File: config.mk
export PLATFORM = sky130hd
export DESIGN_NAME = rps_sequencer
export DESIGN_NICKNAME = d
export VERILOG_FILES = /design/src/rtl/rps_pkg.sv /design/src/rtl/rps_sync_if.sv /design/src/rtl/rps_sync.sv /design/src/rtl/rps_blank.sv /design/src/rtl/rps_sequencer.sv
export SDC_FILE = /design/constraint.sdc
export NUM_CORES = 1
export LEC_CHECK = 0
export BUFFER_PORTS_ARGS = -buffer_cell sky130_fd_sc_hd__buf_2
export CAP_MARGIN = 20
export CORE_AREA = 2 2 125 127
export CTS_CLUSTER_DIAMETER = 100
export DETAILED_ROUTE_END_ITERATION = 7
export DIE_AREA = 0 0 127 129
export HOLD_SLACK_MARGIN = 0.06
export PLACE_DENSITY = 0.49
export SKIP_LAST_GASP = 1
export SLEW_MARGIN = 20
export SYNTH_ARGS = -nofsm -noshare
export SYNTH_HDL_FRONTEND = slang
export SYNTH_HIERARCHICAL = 1
export SYNTH_SLANG_ARGS = --single-unit
File: constraint.sdc
create_clock -name clk_i -period 3.1 [get_ports clk_i]
set_input_delay 0.465 -clock clk_i [delete_from_list [all_inputs] [get_ports clk_i]]
set_output_delay 0.465 -clock clk_i [all_outputs]
set_load 0.02 [all_outputs]
File: src/rtl/rps_pkg.sv
// Constants and types for the resonant protection sequencer
package rps_pkg;
   localparam int CLK_PERIOD_PS          = 4000;
   localparam int OVERLOAD_BLANKING_PS   = 200000;
   localparam int OVERCURRENT_BLANKING_PS = 200000;
   localparam int ABNORMAL_BLANKING_PS   = 50000;
   // Least times round up to whole cycles
   localparam int OVERLOAD_BLANK_CYC     = (OVERLOAD_BLANKING_PS + CLK_PERIOD_PS - 1) / CLK_PERIOD_PS;
   localparam int OVERCURRENT_BLANK_CYC  = (OVERCURRENT_BLANKING_PS + CLK_PERIOD_PS - 1) / CLK_PERIOD_PS;
   localparam int ABNORMAL_BLANK_CYC     = (ABNORMAL_BLANKING_PS + CLK_PERIOD_PS - 1) / CLK_PERIOD_PS;
   localparam int RESTART_SS_CYCLES      = 4;
   localparam int BLANK_W                = 8;

   typedef enum logic [1:0] {
      RPS_SS_IDLE,
      RPS_SS_FAST,
      RPS_SS_SLOW,
      RPS_SS_SINK
   } rps_ss_mode_t;

   typedef enum {
      RPS_ST_OFF,
      RPS_ST_START_FAST,
      RPS_ST_RUN,
      RPS_ST_RESTART,
      RPS_ST_LATCHED
   } rps_state_t;
endpackage : rps_pkg

File: src/rtl/rps_sync_if.sv
// Interface carrying synchronised comparator levels
`timescale 1ns/10ps
`default_nettype none
interface rps_sync_if;
   logic [10:0] level;
   modport src (output level);
   modport dst (input level);
endinterface : rps_sync_if
`default_nettype wire

File: src/rtl/rps_sync.sv
// Three-stage synchroniser with agreement filter
`timescale 1ns/10ps
`default_nettype none
module rps_sync
   import rps_pkg::*;
#(
   parameter int WIDTH = 11
)(
   input  wire logic             clk_i,
   input  wire logic             reset_i,
   input  wire logic [WIDTH-1:0] raw_i,
   rps_sync_if.src               sync_o
);
   logic [WIDTH-1:0] meta;
   logic [WIDTH-1:0] s2;
   logic [WIDTH-1:0] s3;
   logic [WIDTH-1:0] held;

   always_ff @(posedge clk_i or posedge reset_i)
   begin
      if (reset_i)
      begin
         meta <= '0;
         s2   <= '0;
         s3   <= '0;
      end
      else
      begin
         meta <= raw_i;
         s2   <= meta;
         s3   <= s2;
      end
   end

   // Change counts only once stages two and three agree
   always_ff @(posedge clk_i or posedge reset_i)
   begin
      if (reset_i)
         held <= '0;
      else
         held <= (s2 & s3) | (held & (s2 | s3)); // RQ21
   end

   assign sync_o.level = held;
endmodule : rps_sync
`default_nettype wire

File: src/rtl/rps_blank.sv
// Blanking counter: asserts once input holds for CYCLES clocks
`timescale 1ns/10ps
`default_nettype none
module rps_blank
   import rps_pkg::*;
#(
   parameter int CYCLES = 50
)(
   input  wire logic clk_i,
   input  wire logic reset_i,
   input  wire logic level_i,
   output logic      hit_o
);
   logic [BLANK_W-1:0] count;

   always_ff @(posedge clk_i or posedge reset_i)
   begin
      if (reset_i)
         count <= '0;
      else if (!level_i)
         count <= '0;
      else if (count != BLANK_W'(CYCLES))
         count <= count + BLANK_W'(1); // RQ21
   end

   assign hit_o = level_i && (count == BLANK_W'(CYCLES));
endmodule : rps_blank
`default_nettype wire

File: src/rtl/rps_sequencer.sv
// Protection sequencer top level
`timescale 1ns/10ps
`default_nettype none
// How it works
// RQ1: Overload held past blanking starts soft-start sink discharge.
// RQ2: A cycle without overload returns soft-start to fast charge.
// RQ3: Overload each cycle down to start level trips overload protection, gates off.
// RQ4: After overload trip, four soft-start charge/discharge cycles, then restart.
// RQ5: Over-current past blanking stops switching, four soft-start cycles, restart.
// RQ6: Abnormal current past short blanking stops switching at once.
// RQ7: Abnormal current trip discharges soft-start via internal switch.
// RQ8: Abnormal trip stays latched until low-side supply reaches release level; code also waits for it to rise back to start.
// RQ9: During soft-start use abnormal level for over-current, no abnormal latch.
// RQ10: Low-side supply at over-voltage level trips over-voltage protection.
// RQ11: Over-temperature trips latched thermal shutdown.
// RQ12: Line comparator high normally; hysteresis source on only when low.
// RQ13: Line recovery restarts switching through full soft-start.
// RQ14: Fault input above threshold stops switching at once, latched.
// RQ15: Line sense low locks out; high again starts with soft-start.
// RQ16: Feedback below lower level skips; above upper level resumes.
// RQ17: Overload, over-current, over-voltage, line lockout auto-restart; others latch.
// RQ18: Auto-restart stops both switches and retries after each delay.
// RQ19: Latch holds until supply falls to release then rises to start.
// RQ20: Startup fast-charges to start level, then slow current, gates on.
// RQ21: Comparators synchronised; blanking counted in whole cycles, rounded up.
module rps_sequencer
   import rps_pkg::*;
#(
   parameter int OL_BLANK  = OVERLOAD_BLANK_CYC,
   parameter int OC_BLANK  = OVERCURRENT_BLANK_CYC,
   parameter int AB_BLANK  = ABNORMAL_BLANK_CYC,
   parameter int SS_CYCLES = RESTART_SS_CYCLES
)(
   input  wire logic clk_i,
   input  wire logic reset_i,
   input  wire logic cs_overload_i,
   input  wire logic cs_overcurrent_i,
   input  wire logic cs_abnormal_i,
   input  wire logic supply_overvoltage_i,
   input  wire logic supply_release_i,
   input  wire logic supply_start_i,
   input  wire logic over_temp_i,
   input  wire logic fault_input_i,
   input  wire logic line_sense_high_i,
   input  wire logic feedback_below_low_i,
   input  wire logic feedback_above_high_i,
   input  wire logic ss_at_start_i,
   input  wire logic ss_at_end_i,
   input  wire logic ss_at_floor_i,
   input  wire logic switch_cycle_i,
   output logic      gate_enable_o,
   output logic      ss_fast_charge_o,
   output logic      ss_slow_charge_o,
   output logic      ss_sink_o,
   output logic      ss_discharge_o,
   output logic      line_hyst_enable_o,
   output logic      latched_fault_o,
   output logic      auto_restart_o
);
   localparam int SYNC_W = 11;

   rps_sync_if sync_bus ();

   logic       ol_lvl;
   logic       oc_lvl;
   logic       ab_lvl;
   logic       ov_lvl;
   logic       rel_lvl;
   logic       start_lvl;
   logic       temp_lvl;
   logic       fault_lvl;
   logic       line_lvl;
   logic       fb_low_lvl;
   logic       fb_high_lvl;
   logic       ol_hit;
   logic       oc_hit;
   logic       ab_hit;
   logic       in_soft_start;
   logic       oc_trip;
   logic       ab_trip;
   logic       latch_cause;
   logic       auto_cause;
   logic       skip;
   logic       sink_active;
   logic       ol_seen;
   logic       restore;
   logic       armed;
   logic       rel_seen;
   logic       cyc_dir_up;
   logic [3:0] cyc_count;
   logic       gate_q;
   logic       fast_q;
   logic       slow_q;
   logic       sink_q;
   logic       dis_q;
   logic       latch_q;
   logic       ar_q;
   logic       next_gate;
   logic       next_fast;
   logic       next_slow;
   logic       next_sink;
   logic       next_dis;
   logic       next_latch;
   logic       next_ar;
   rps_state_t state;
   rps_state_t next_state;

   rps_sync #(.WIDTH(SYNC_W)) u_sync (
      .clk_i   (clk_i),
      .reset_i (reset_i),
      .raw_i   ({feedback_above_high_i, feedback_below_low_i, line_sense_high_i,
                 fault_input_i, over_temp_i, supply_start_i, supply_release_i,
                 supply_overvoltage_i, cs_abnormal_i, cs_overcurrent_i, cs_overload_i}),
      .sync_o  (sync_bus)
   );

   assign {fb_high_lvl, fb_low_lvl, line_lvl, fault_lvl, temp_lvl, start_lvl, rel_lvl,
           ov_lvl, ab_lvl, oc_lvl, ol_lvl} = sync_bus.level;

   rps_blank #(.CYCLES(OL_BLANK)) u_ol_blank (
      .clk_i   (clk_i),
      .reset_i (reset_i),
      .level_i (ol_lvl),
      .hit_o   (ol_hit)
   );

   rps_blank #(.CYCLES(OC_BLANK)) u_oc_blank (
      .clk_i   (clk_i),
      .reset_i (reset_i),
      .level_i (oc_lvl),
      .hit_o   (oc_hit)
   );

   rps_blank #(.CYCLES(AB_BLANK)) u_ab_blank (
      .clk_i   (clk_i),
      .reset_i (reset_i),
      .level_i (ab_lvl),
      .hit_o   (ab_hit)
   );

   // Soft-start lasts from gate enable until end level
   assign in_soft_start = (state == RPS_ST_RUN) && !ss_at_end_i;

   // Abnormal level acts as auto-restart over-current during soft-start
   assign oc_trip = (state == RPS_ST_RUN) &&
                    (in_soft_start ? ab_hit : oc_hit); // RQ5 RQ9
   assign ab_trip = (state == RPS_ST_RUN) && !in_soft_start && ab_hit; // RQ6 RQ9

   assign latch_cause = ab_trip || temp_lvl || fault_lvl; // RQ11 RQ14 RQ17
   assign auto_cause  = ov_lvl || !line_lvl; // RQ10 RQ15 RQ17

   // Skip hysteresis; set wins so a noisy low level keeps gates off
   always_ff @(posedge clk_i or posedge reset_i)
   begin
      if (reset_i)
         skip <= 1'b0;
      else if (fb_low_lvl)
         skip <= 1'b1; // RQ16
      else if (fb_high_lvl)
         skip <= 1'b0; // RQ16
   end

   // Overload sink engages after blanking, tracked per switching cycle
   always_ff @(posedge clk_i or posedge reset_i)
   begin
      if (reset_i)
      begin
         sink_active <= 1'b0;
         ol_seen     <= 1'b0;
         restore     <= 1'b0;
      end
      else if (state != RPS_ST_RUN)
      begin
         sink_active <= 1'b0;
         ol_seen     <= 1'b0;
         restore     <= 1'b0;
      end
      else if (switch_cycle_i)
      begin
         if (sink_active && !ol_seen && !ol_hit)
         begin
            sink_active <= 1'b0; // RQ2
            restore     <= 1'b1; // RQ2
         end
         else if (ss_at_end_i)
            restore <= 1'b0;
         ol_seen <= ol_hit;
      end
      else if (ol_hit)
      begin
         sink_active <= 1'b1; // RQ1
         ol_seen     <= 1'b1;
         restore     <= 1'b0;
      end
      // Restore ends at the end level; slow current carries on from there
      else if (ss_at_end_i)
         restore <= 1'b0;
   end

   // Latch release requires supply to fall to release then rise to start
   always_ff @(posedge clk_i or posedge reset_i)
   begin
      if (reset_i)
         rel_seen <= 1'b0;
      else if (state != RPS_ST_LATCHED)
         rel_seen <= 1'b0;
      else if (rel_lvl)
         rel_seen <= 1'b1; // RQ8 RQ19
   end

   // Start capture after supply good
   always_ff @(posedge clk_i or posedge reset_i)
   begin
      if (reset_i)
         armed <= 1'b0;
      else
         armed <= start_lvl;
   end

   // Restart delay: count full discharge/charge cycles of the soft-start capacitor
   always_ff @(posedge clk_i or posedge reset_i)
   begin
      if (reset_i)
      begin
         cyc_dir_up <= 1'b0;
         cyc_count  <= '0;
      end
      else if (state != RPS_ST_RESTART)
      begin
         cyc_dir_up <= 1'b0;
         cyc_count  <= '0;
      end
      else if (!cyc_dir_up && ss_at_floor_i)
         cyc_dir_up <= 1'b1;
      else if (cyc_dir_up && ss_at_start_i)
      begin
         cyc_dir_up <= 1'b0;
         cyc_count  <= cyc_count + 4'h1; // RQ4 RQ5
      end
   end

   always_comb
   begin
      next_state = state;
      case (state)
         RPS_ST_OFF:
            if (latch_cause)
               next_state = RPS_ST_LATCHED; // RQ11 RQ14
            else if (armed && line_lvl)
               next_state = RPS_ST_START_FAST; // RQ13 RQ15
         RPS_ST_START_FAST:
            if (latch_cause)
               next_state = RPS_ST_LATCHED;
            else if (auto_cause)
               next_state = RPS_ST_OFF;
            else if (ss_at_start_i)
               next_state = RPS_ST_RUN; // RQ20
         RPS_ST_RUN:
            if (latch_cause)
               next_state = RPS_ST_LATCHED; // RQ6 RQ14
            else if (oc_trip)
               next_state = RPS_ST_RESTART; // RQ5 RQ9
            else if (sink_active && ol_lvl && !ss_at_start_i)
               next_state = RPS_ST_RESTART; // RQ3
            else if (auto_cause)
               next_state = RPS_ST_OFF; // RQ18
         RPS_ST_RESTART:
            if (latch_cause)
               next_state = RPS_ST_LATCHED;
            else if (cyc_count == 4'(SS_CYCLES))
               next_state = RPS_ST_OFF; // RQ4 RQ18
         RPS_ST_LATCHED:
            if (rel_seen && start_lvl)
               next_state = RPS_ST_OFF; // RQ19
         default:
            next_state = RPS_ST_OFF;
      endcase
   end

   always_ff @(posedge clk_i or posedge reset_i)
   begin
      if (reset_i)
         state <= RPS_ST_OFF;
      else
         state <= next_state;
   end

   // Current steering decoded from the state being entered
   always_comb
   begin
      next_gate  = 1'b0;
      next_fast  = 1'b0;
      next_slow  = 1'b0;
      next_sink  = 1'b0;
      next_dis   = 1'b0;
      next_latch = 1'b0;
      next_ar    = 1'b0;
      case (next_state)
         RPS_ST_OFF:
            next_dis = 1'b1; // RQ7
         RPS_ST_START_FAST:
            next_fast = 1'b1; // RQ20
         RPS_ST_RUN:
         begin
            next_gate = !skip; // RQ3 RQ16 RQ18
            next_sink = sink_active; // RQ1
            next_fast = !sink_active && (restore || !ss_at_start_i); // RQ2
            next_slow = !sink_active && !restore && ss_at_start_i; // RQ20
         end
         RPS_ST_RESTART:
         begin
            next_ar   = 1'b1; // RQ18
            next_fast = cyc_dir_up; // RQ4
            next_sink = !cyc_dir_up; // RQ4
         end
         RPS_ST_LATCHED:
         begin
            next_dis   = 1'b1; // RQ7
            next_latch = 1'b1; // RQ8
         end
         default:
            next_dis = 1'b1;
      endcase
   end

   // Outputs registered; glitch-free drive into the analogue current steering
   always_ff @(posedge clk_i or posedge reset_i)
   begin
      if (reset_i)
      begin
         gate_q  <= 1'b0;
         fast_q  <= 1'b0;
         slow_q  <= 1'b0;
         sink_q  <= 1'b0;
         dis_q   <= 1'b0;
         latch_q <= 1'b0;
         ar_q    <= 1'b0;
      end
      else
      begin
         gate_q  <= next_gate;
         fast_q  <= next_fast;
         slow_q  <= next_slow;
         sink_q  <= next_sink;
         dis_q   <= next_dis;
         latch_q <= next_latch;
         ar_q    <= next_ar;
      end
   end

   assign gate_enable_o      = gate_q;
   assign ss_fast_charge_o   = fast_q;
   assign ss_slow_charge_o   = slow_q;
   assign ss_sink_o          = sink_q;
   assign ss_discharge_o     = dis_q;
   assign line_hyst_enable_o = !line_lvl; // RQ12
   assign latched_fault_o    = latch_q;
   assign auto_restart_o     = ar_q;
endmodule : rps_sequencer
`default_nettype wire

* Word level (Yosys, flattened, before mapping)
Index checks and enable logic that the tools add are counted.
** Storage, ports and cells
- Bits in registers :: 118
- Bits in latches :: 0
- Bits in writable memories :: 0
- ROM bits :: 0
- Bits of input ports :: 17
- Output and inout bits :: 8
- Logic and storage cells :: 144
- Memories :: 0
** Cells by class
- $add $sub $neg :: 4
- Multipliers :: 0
- Divide/modulo/power cells :: 0
- $lt $le $gt $ge :: 0
- Equality and inequality tests :: 24
- Shift operators :: 0
- Muxes and demuxes :: 48
- Bitwise gates (word level) :: 4
- Reductions and logical operators :: 41
** Operator list (number)
- two-way mux 32 bit :: 12
- one-hot mux 32 bit (5 select lines) :: 1
- == test 32 x 2 -> 1 bit (second input constant) :: 4
- == test 32 x 3 -> 1 bit (second input constant) :: 3
- == test 32 x 1 -> 1 bit (second input constant) :: 2
- inequality test 32 x 3 -> 1 bit (second input constant) :: 2
- two-way mux 8 bit :: 6
- zero test 32 bit :: 1
- inequality test 32 x 4 -> 1 bit (second input constant) :: 1
- adder 8 x 1 -> 8 bit (second input constant) :: 3
- two-way mux 1 bit :: 24
- bitwise AND 11 bit :: 2
- bitwise OR 11 bit :: 2
- logical AND 1 bit :: 18
- == test 8 x 6 -> 1 bit (second input constant) :: 2
- inequality test 8 x 6 -> 1 bit (second input constant) :: 2
- two-way mux 4 bit :: 3
- zero test 1 bit :: 10
- == test 8 x 4 -> 1 bit (second input constant) :: 1
- inequality test 8 x 4 -> 1 bit (second input constant) :: 1
- inequality test 2 x 1 -> 1 bit (second input constant) :: 3
- nonzero test 2 bit :: 3
- nonzero test 3 bit :: 2
- adder 4 x 1 -> 4 bit (second input constant) :: 1
- other kinds (8) :: 12

* Depth between registers and ports, before layout
- Depth after elaboration :: 12
- Gate-level depth with buffers :: 9
- Mapped depth without buffers :: 9

* Hierarchy
Netlist, hierarchy kept.
** By module, submodules not included
- rps_sequencer :: times used 1, cells each 140, area an instance 1858.0 um2, seq. area each 1251.2 um2
- rps_sync :: times used 1, cells each 56, area an instance 1228.7 um2, seq. area each 1101.1 um2
- rps_blank (u_oc_blank ...) :: times used 2, cells each 44, area an instance 436.7 um2, seq. area each 200.2 um2
- rps_blank (u_ab_blank) :: times used 1, cells each 46, area an instance 456.7 um2, seq. area each 200.2 um2

* Worst setup path before layout
Ideal clock, no wire load.
- Path type :: register to register
- From :: reg u_oc_blank.count[0]
- To :: reg fast_q (netlist: ss_fast_charge_o)
- Library setup time :: 120 ps
- Data arrival time :: 2077 ps
- Required time :: 2980 ps
- Path slack :: 904 ps
- Cell stages (with the launch flop) :: 10
- Path buffers :: 0
- Period minus slack after synthesis :: 2196 ps
- Cells stage by stage :: dfrtp_1 -> inv_1 -> ha_1 -> and4bb_1 -> and2_1 -> mux2_1 -> a2111oi_2 -> o22ai_1 -> a21oi_1 -> and3b_1
** On the way
- Word-level cells in the longest chain between the ends :: 9
** RTL lines
- start, declared :: RTL line rps_blank.sv:14 : logic [BLANK_W-1:0] count;
- start signal, assigned :: RTL line rps_blank.sv:23 : count <= count + BLANK_W'(1);
- == test 8 x 6 -> 1 bit (*) :: RTL line rps_blank.sv:26 : assign hit_o = level_i && (count == BLANK_W'(CYCLES));
- logical AND 1 bit (*) :: RTL line rps_blank.sv:26
- named net oc_hit :: RTL line rps_sequencer.sv:76 : logic oc_hit;
- two-way mux 1 bit (*) :: RTL line rps_sequencer.sv:146 : (in_soft_start ? ab_hit : oc_hit);
- logical AND 1 bit (*) :: RTL line rps_sequencer.sv:145 : assign oc_trip = (state == RPS_ST_RUN) &&
- two-way mux 32 bit (*) :: RTL line rps_sequencer.sv:261 : else if (oc_trip)
- two-way mux 32 bit (*) :: RTL line rps_sequencer.sv:259 : if (latch_cause)
- one-hot mux 32 bit (5 select lines) (*) :: RTL line rps_sequencer.sv:245 : case (state)
- == test 32 x 2 -> 1 bit / == test 32 x 1 -> 1 bit (equally long branches) :: RTL line rps_sequencer.sv:298 : case (next_state)
- one-hot mux 1 bit (3 select lines) (*) :: RTL line rps_sequencer.sv:298
- named net next_fast :: RTL line rps_sequencer.sv:99 : logic next_fast;
- end signal, assigned :: RTL line rps_sequencer.sv:342 : fast_q <= next_fast;
- end, declared :: RTL line rps_sequencer.sv:92 : logic fast_q;
The timed path passes the listed nets; every way through them passes the cells marked *.
A chain may end at the register's enable or synchronous reset.

* Worst setup path in the final report
- From :: reg u_ab_blank.count[4]
- To :: reg fast_q (netlist: ss_fast_charge_o)
** On the way
- Word-level cells in the longest chain between the ends :: 9
** RTL lines
- start, declared :: RTL line rps_blank.sv:14
- start signal, assigned :: RTL line rps_blank.sv:23
- == test 8 x 4 -> 1 bit (*) :: RTL line rps_blank.sv:26
- logical AND 1 bit (*) :: RTL line rps_blank.sv:26
- named net ab_hit :: RTL line rps_sequencer.sv:77 : logic ab_hit;
- two-way mux 1 bit / logical AND 1 bit (equally long branches) :: RTL line rps_sequencer.sv:146, rps_sequencer.sv:147
- logical AND 1 bit / logical OR 1 bit (equally long branches) :: RTL line rps_sequencer.sv:145, rps_sequencer.sv:149
- two-way mux 32 bit / logical OR 1 bit (equally long branches) :: RTL line rps_sequencer.sv:261, rps_sequencer.sv:149
- two-way mux 32 bit (on tied branches)
- one-hot mux 32 bit (5 select lines) (*) :: RTL line rps_sequencer.sv:245
- == test 32 x 2 -> 1 bit / == test 32 x 1 -> 1 bit (equally long branches) :: RTL line rps_sequencer.sv:298
- one-hot mux 1 bit (3 select lines) (*) :: RTL line rps_sequencer.sv:298
- named net next_fast :: RTL line rps_sequencer.sv:99
Marked as above.

==> run metrics <==
Crit Path Class reg2reg; Worst Setup SP u_ab_blank/count[4]; CTS buffer count 17; RSZ-0062 raised after global routing false; leading post-synthesis cells by cell area dfrtp_1 67%, maj3_2 2.8%, ha_1 2.3%; CTS clock-pin slew for the worst setup and hold paths 0.05 ns; wire per inst 12.4 um; Worst setup EP type flop; DRT iter0 DRCs 111; via/cell ratio 4.28; Worst Skew 0.0258 ns; synthesized area 4420 um2; clk buf depth 2; largest net degree at the start of global routing 51; hold_ws 0.0647 ns; Post-synth EDFFs 0; register area share after synthesis 0.669; Worst Path Buf+Inv 0; Arr. time, crit path 2.77 ns; # diodes 0; Global Route Usage Sum 0.105; Worst-Margin Slew 0.883 ns; sequential cell area 2950 um2; vias in the first global route 2,634; cell family with most CP delay simple AND/OR/NAND/NOR gates; Clock Tree Root clkbuf_16; Max-Cap Viols 0; post-CTS sizing 0; worst setup margin 0.605 ns; Main synth FF type dfrtp_1; IO Port Bufs 24; # IOs 25; area leader, netlist dfrtp_1; Non-Filler Instances 594; clk sink count 118; post-detail-place hpwl 4840 um; Post-Layout Inst Area 5390 um2; Avg Inst Size Synth 13.4 um2; worst r2r src u_ab_blank/count[4]; peak supply drop 0.000431 V; Largest stage delay, worst path 0.54 ns; leakage power 2.40 nW; Worst EP required 3.38 ns; hold crit path type in2async; DP Area 4850 um2; CTS tree yes; Worst Setup Slack post-DPL 0.652 ns; die footprint 16,400 um2; sum of negative setup slack 0 ns; Total Power 3.59 mW; Yosys warning total 6; Clk Latency, worst-skew pair 0.41 ns; first-pass GRT wire length 13,000 um; wirelength, routed 7350 um; P per Cell Area 667 nW/um2; CP max stage cell o22ai_1; largest family of logic cells by synthesized area simple AND/OR/NAND/NOR gates; placed insts 565; setup violators final 0; post-synthesis async set-or-reset flop share 1.00; Synth cell types 46; final net count 421; share of cells above drive strength 1 0.207; Multi-input gate area 1470 um2; compound-cell area share of the yosys netlist 0.0564; count leader, synth dfrtp_1; routed vias 2,542; Post-Synth Simple-Gate Area 0.161; final hold vios 0; row count 45; post-CTS setup buffers 0; adder-cell share of the synthesized area 0.0507; GP Congestion 0.768; Final Cycle Share 0.805; antenna violations before repair 0; mux cell area share after synthesis 0.0252; hold bufs inserted after CTS 0; Pre-Repair DR Iteration Count 4; startpoint class of the critical path flop; GR Overflow Total 0; core region area 15,000 um2; DRT antenna net count 0; Chip Height 129 um; top cell type's share of synthesized area 0.669; Fmax 401 MHz; Fill cells 1,455; outcome finished clean; Area growth, synth to finish 22.0%; utilization after layout 0.360; Synth Register Bits 118; Initial Util 0.295; fin crit period 2.49 ns; DIE WIDTH 127 um; worst-path cell chain nor4_4 -> and4_4 -> and2_1 -> mux2_1 -> nor3_1 -> o22ai_1 -> o211ai_1 -> and3b_1; max-slew violations 0; Slew HR 0.410; Cells after Synth 330; Commonest cells post-synth 118 x dfrtp_1, 23 x nand2_1, 19 x inv_1; Synth Area in XOR/XNOR 0.0139; H-tree levels 4; DRC violation count after routing 0; crit path max fanout 9
-- registers in the layout, summed over array words and instances, names as in the netlist, 4 cells and up --
register / flops
u_sync/s2: 11
u_sync/s3: 11
state: 32
u_ab_blank/count: 8
u_sync/sync_o.level: 11
u_sync/meta: 11
u_oc_blank/count: 8
cyc_count: 4
u_ol_blank/count: 8
-- layer usage --
layer	global-route usage	share of wire	vias up	routed length, um
met1	0.131	0.48	1247	3530
met4	0.0562	0.018	0	134
met3	0.0412	0.030	9	224
li1	-	-	1249	-
met2	0.156	0.47	37	3460
met5	0	0	-	0
-- final timing paths --
check / to / slack, ns / cells past startpoint
max: ss_fast_charge_o / 0.61 / 8
min reg2reg: u_sync/s2[1] / 0.34 / 0
min in group clk_i: u_sync/meta[7] / 0.15 / 1
min: u_ab_blank/count[7] / 0.06 / 2
max in group asynchronous: u_sync/sync_o.level[3] / 2.23 / 2
max reg2reg: ss_fast_charge_o / 0.61 / 8
-- kinds of logic after synthesis --
kind of cell | count (synthesis)
DFF | 118
xor gates and xnor gates | 7
AOI/OAI and AO/OA | 38
buffers and inverters | 24
and+or+nand+nor | 112
adders and majority gates | 19
other | 1
muxes | 11
-- power breakdown --
group          switching [mW]  leakage [nW]  internal [mW]
clock                   0.645         0.259           1.12
combinational          0.0810         0.681         0.0608
sequential             0.0640          1.46           1.62
-- cell usage in the layout, fill, tap and decap left out, types with 3 or more instances in the layout --
master / Yosys / layout
nor2_1: 9 / 9
clkinvlp_4: 0 / 3
inv_1: 19 / 17
and2_1: 8 / 8
nor3_1: 7 / 7
ha_1: 8 / 8
o22ai_1: 4 / 4
buf_2: 0 / 24
clkinv_2: 0 / 5
maj3_2: 11 / 11
nand2b_1: 7 / 7
or3_1: 8 / 8
mux2i_1: 10 / 10
o21ai_0: 10 / 10
nor4_2: 3 / 3
nand2_1: 23 / 23
xnor2_1: 6 / 6
dfrtp_1: 118 / 118
and3_1: 3 / 3
a21boi_1: 8 / 8
conb_1: 1 / 29
a21oi_1: 5 / 5
nand3_1: 13 / 13
nor3_2: 7 / 7
clkbuf_16: 0 / 17
nor4_1: 6 / 6
-- worst reg2reg max path, cell delays in order (launching register included) --
cell      delay, ns
dfrtp_1        0.46
nor4_4         0.37
and4_4         0.30
and2_1         0.14
mux2_1         0.17
nor3_1         0.05
o22ai_1        0.54
o211ai_1       0.15
and3b_1        0.20
-- cell type report --
cell class / instances / area share
flip-flops and latches: 118 / 0.548
multi-input cells: 216 / 0.272
clock buffers: 20 / 0.0848
well taps: 188 / 0.0437
repair buffers: 24 / 0.0223
clock inverters: 9 / 0.0151
inverters: 19 / 0.0135
(Power assumes the default switching activity.)
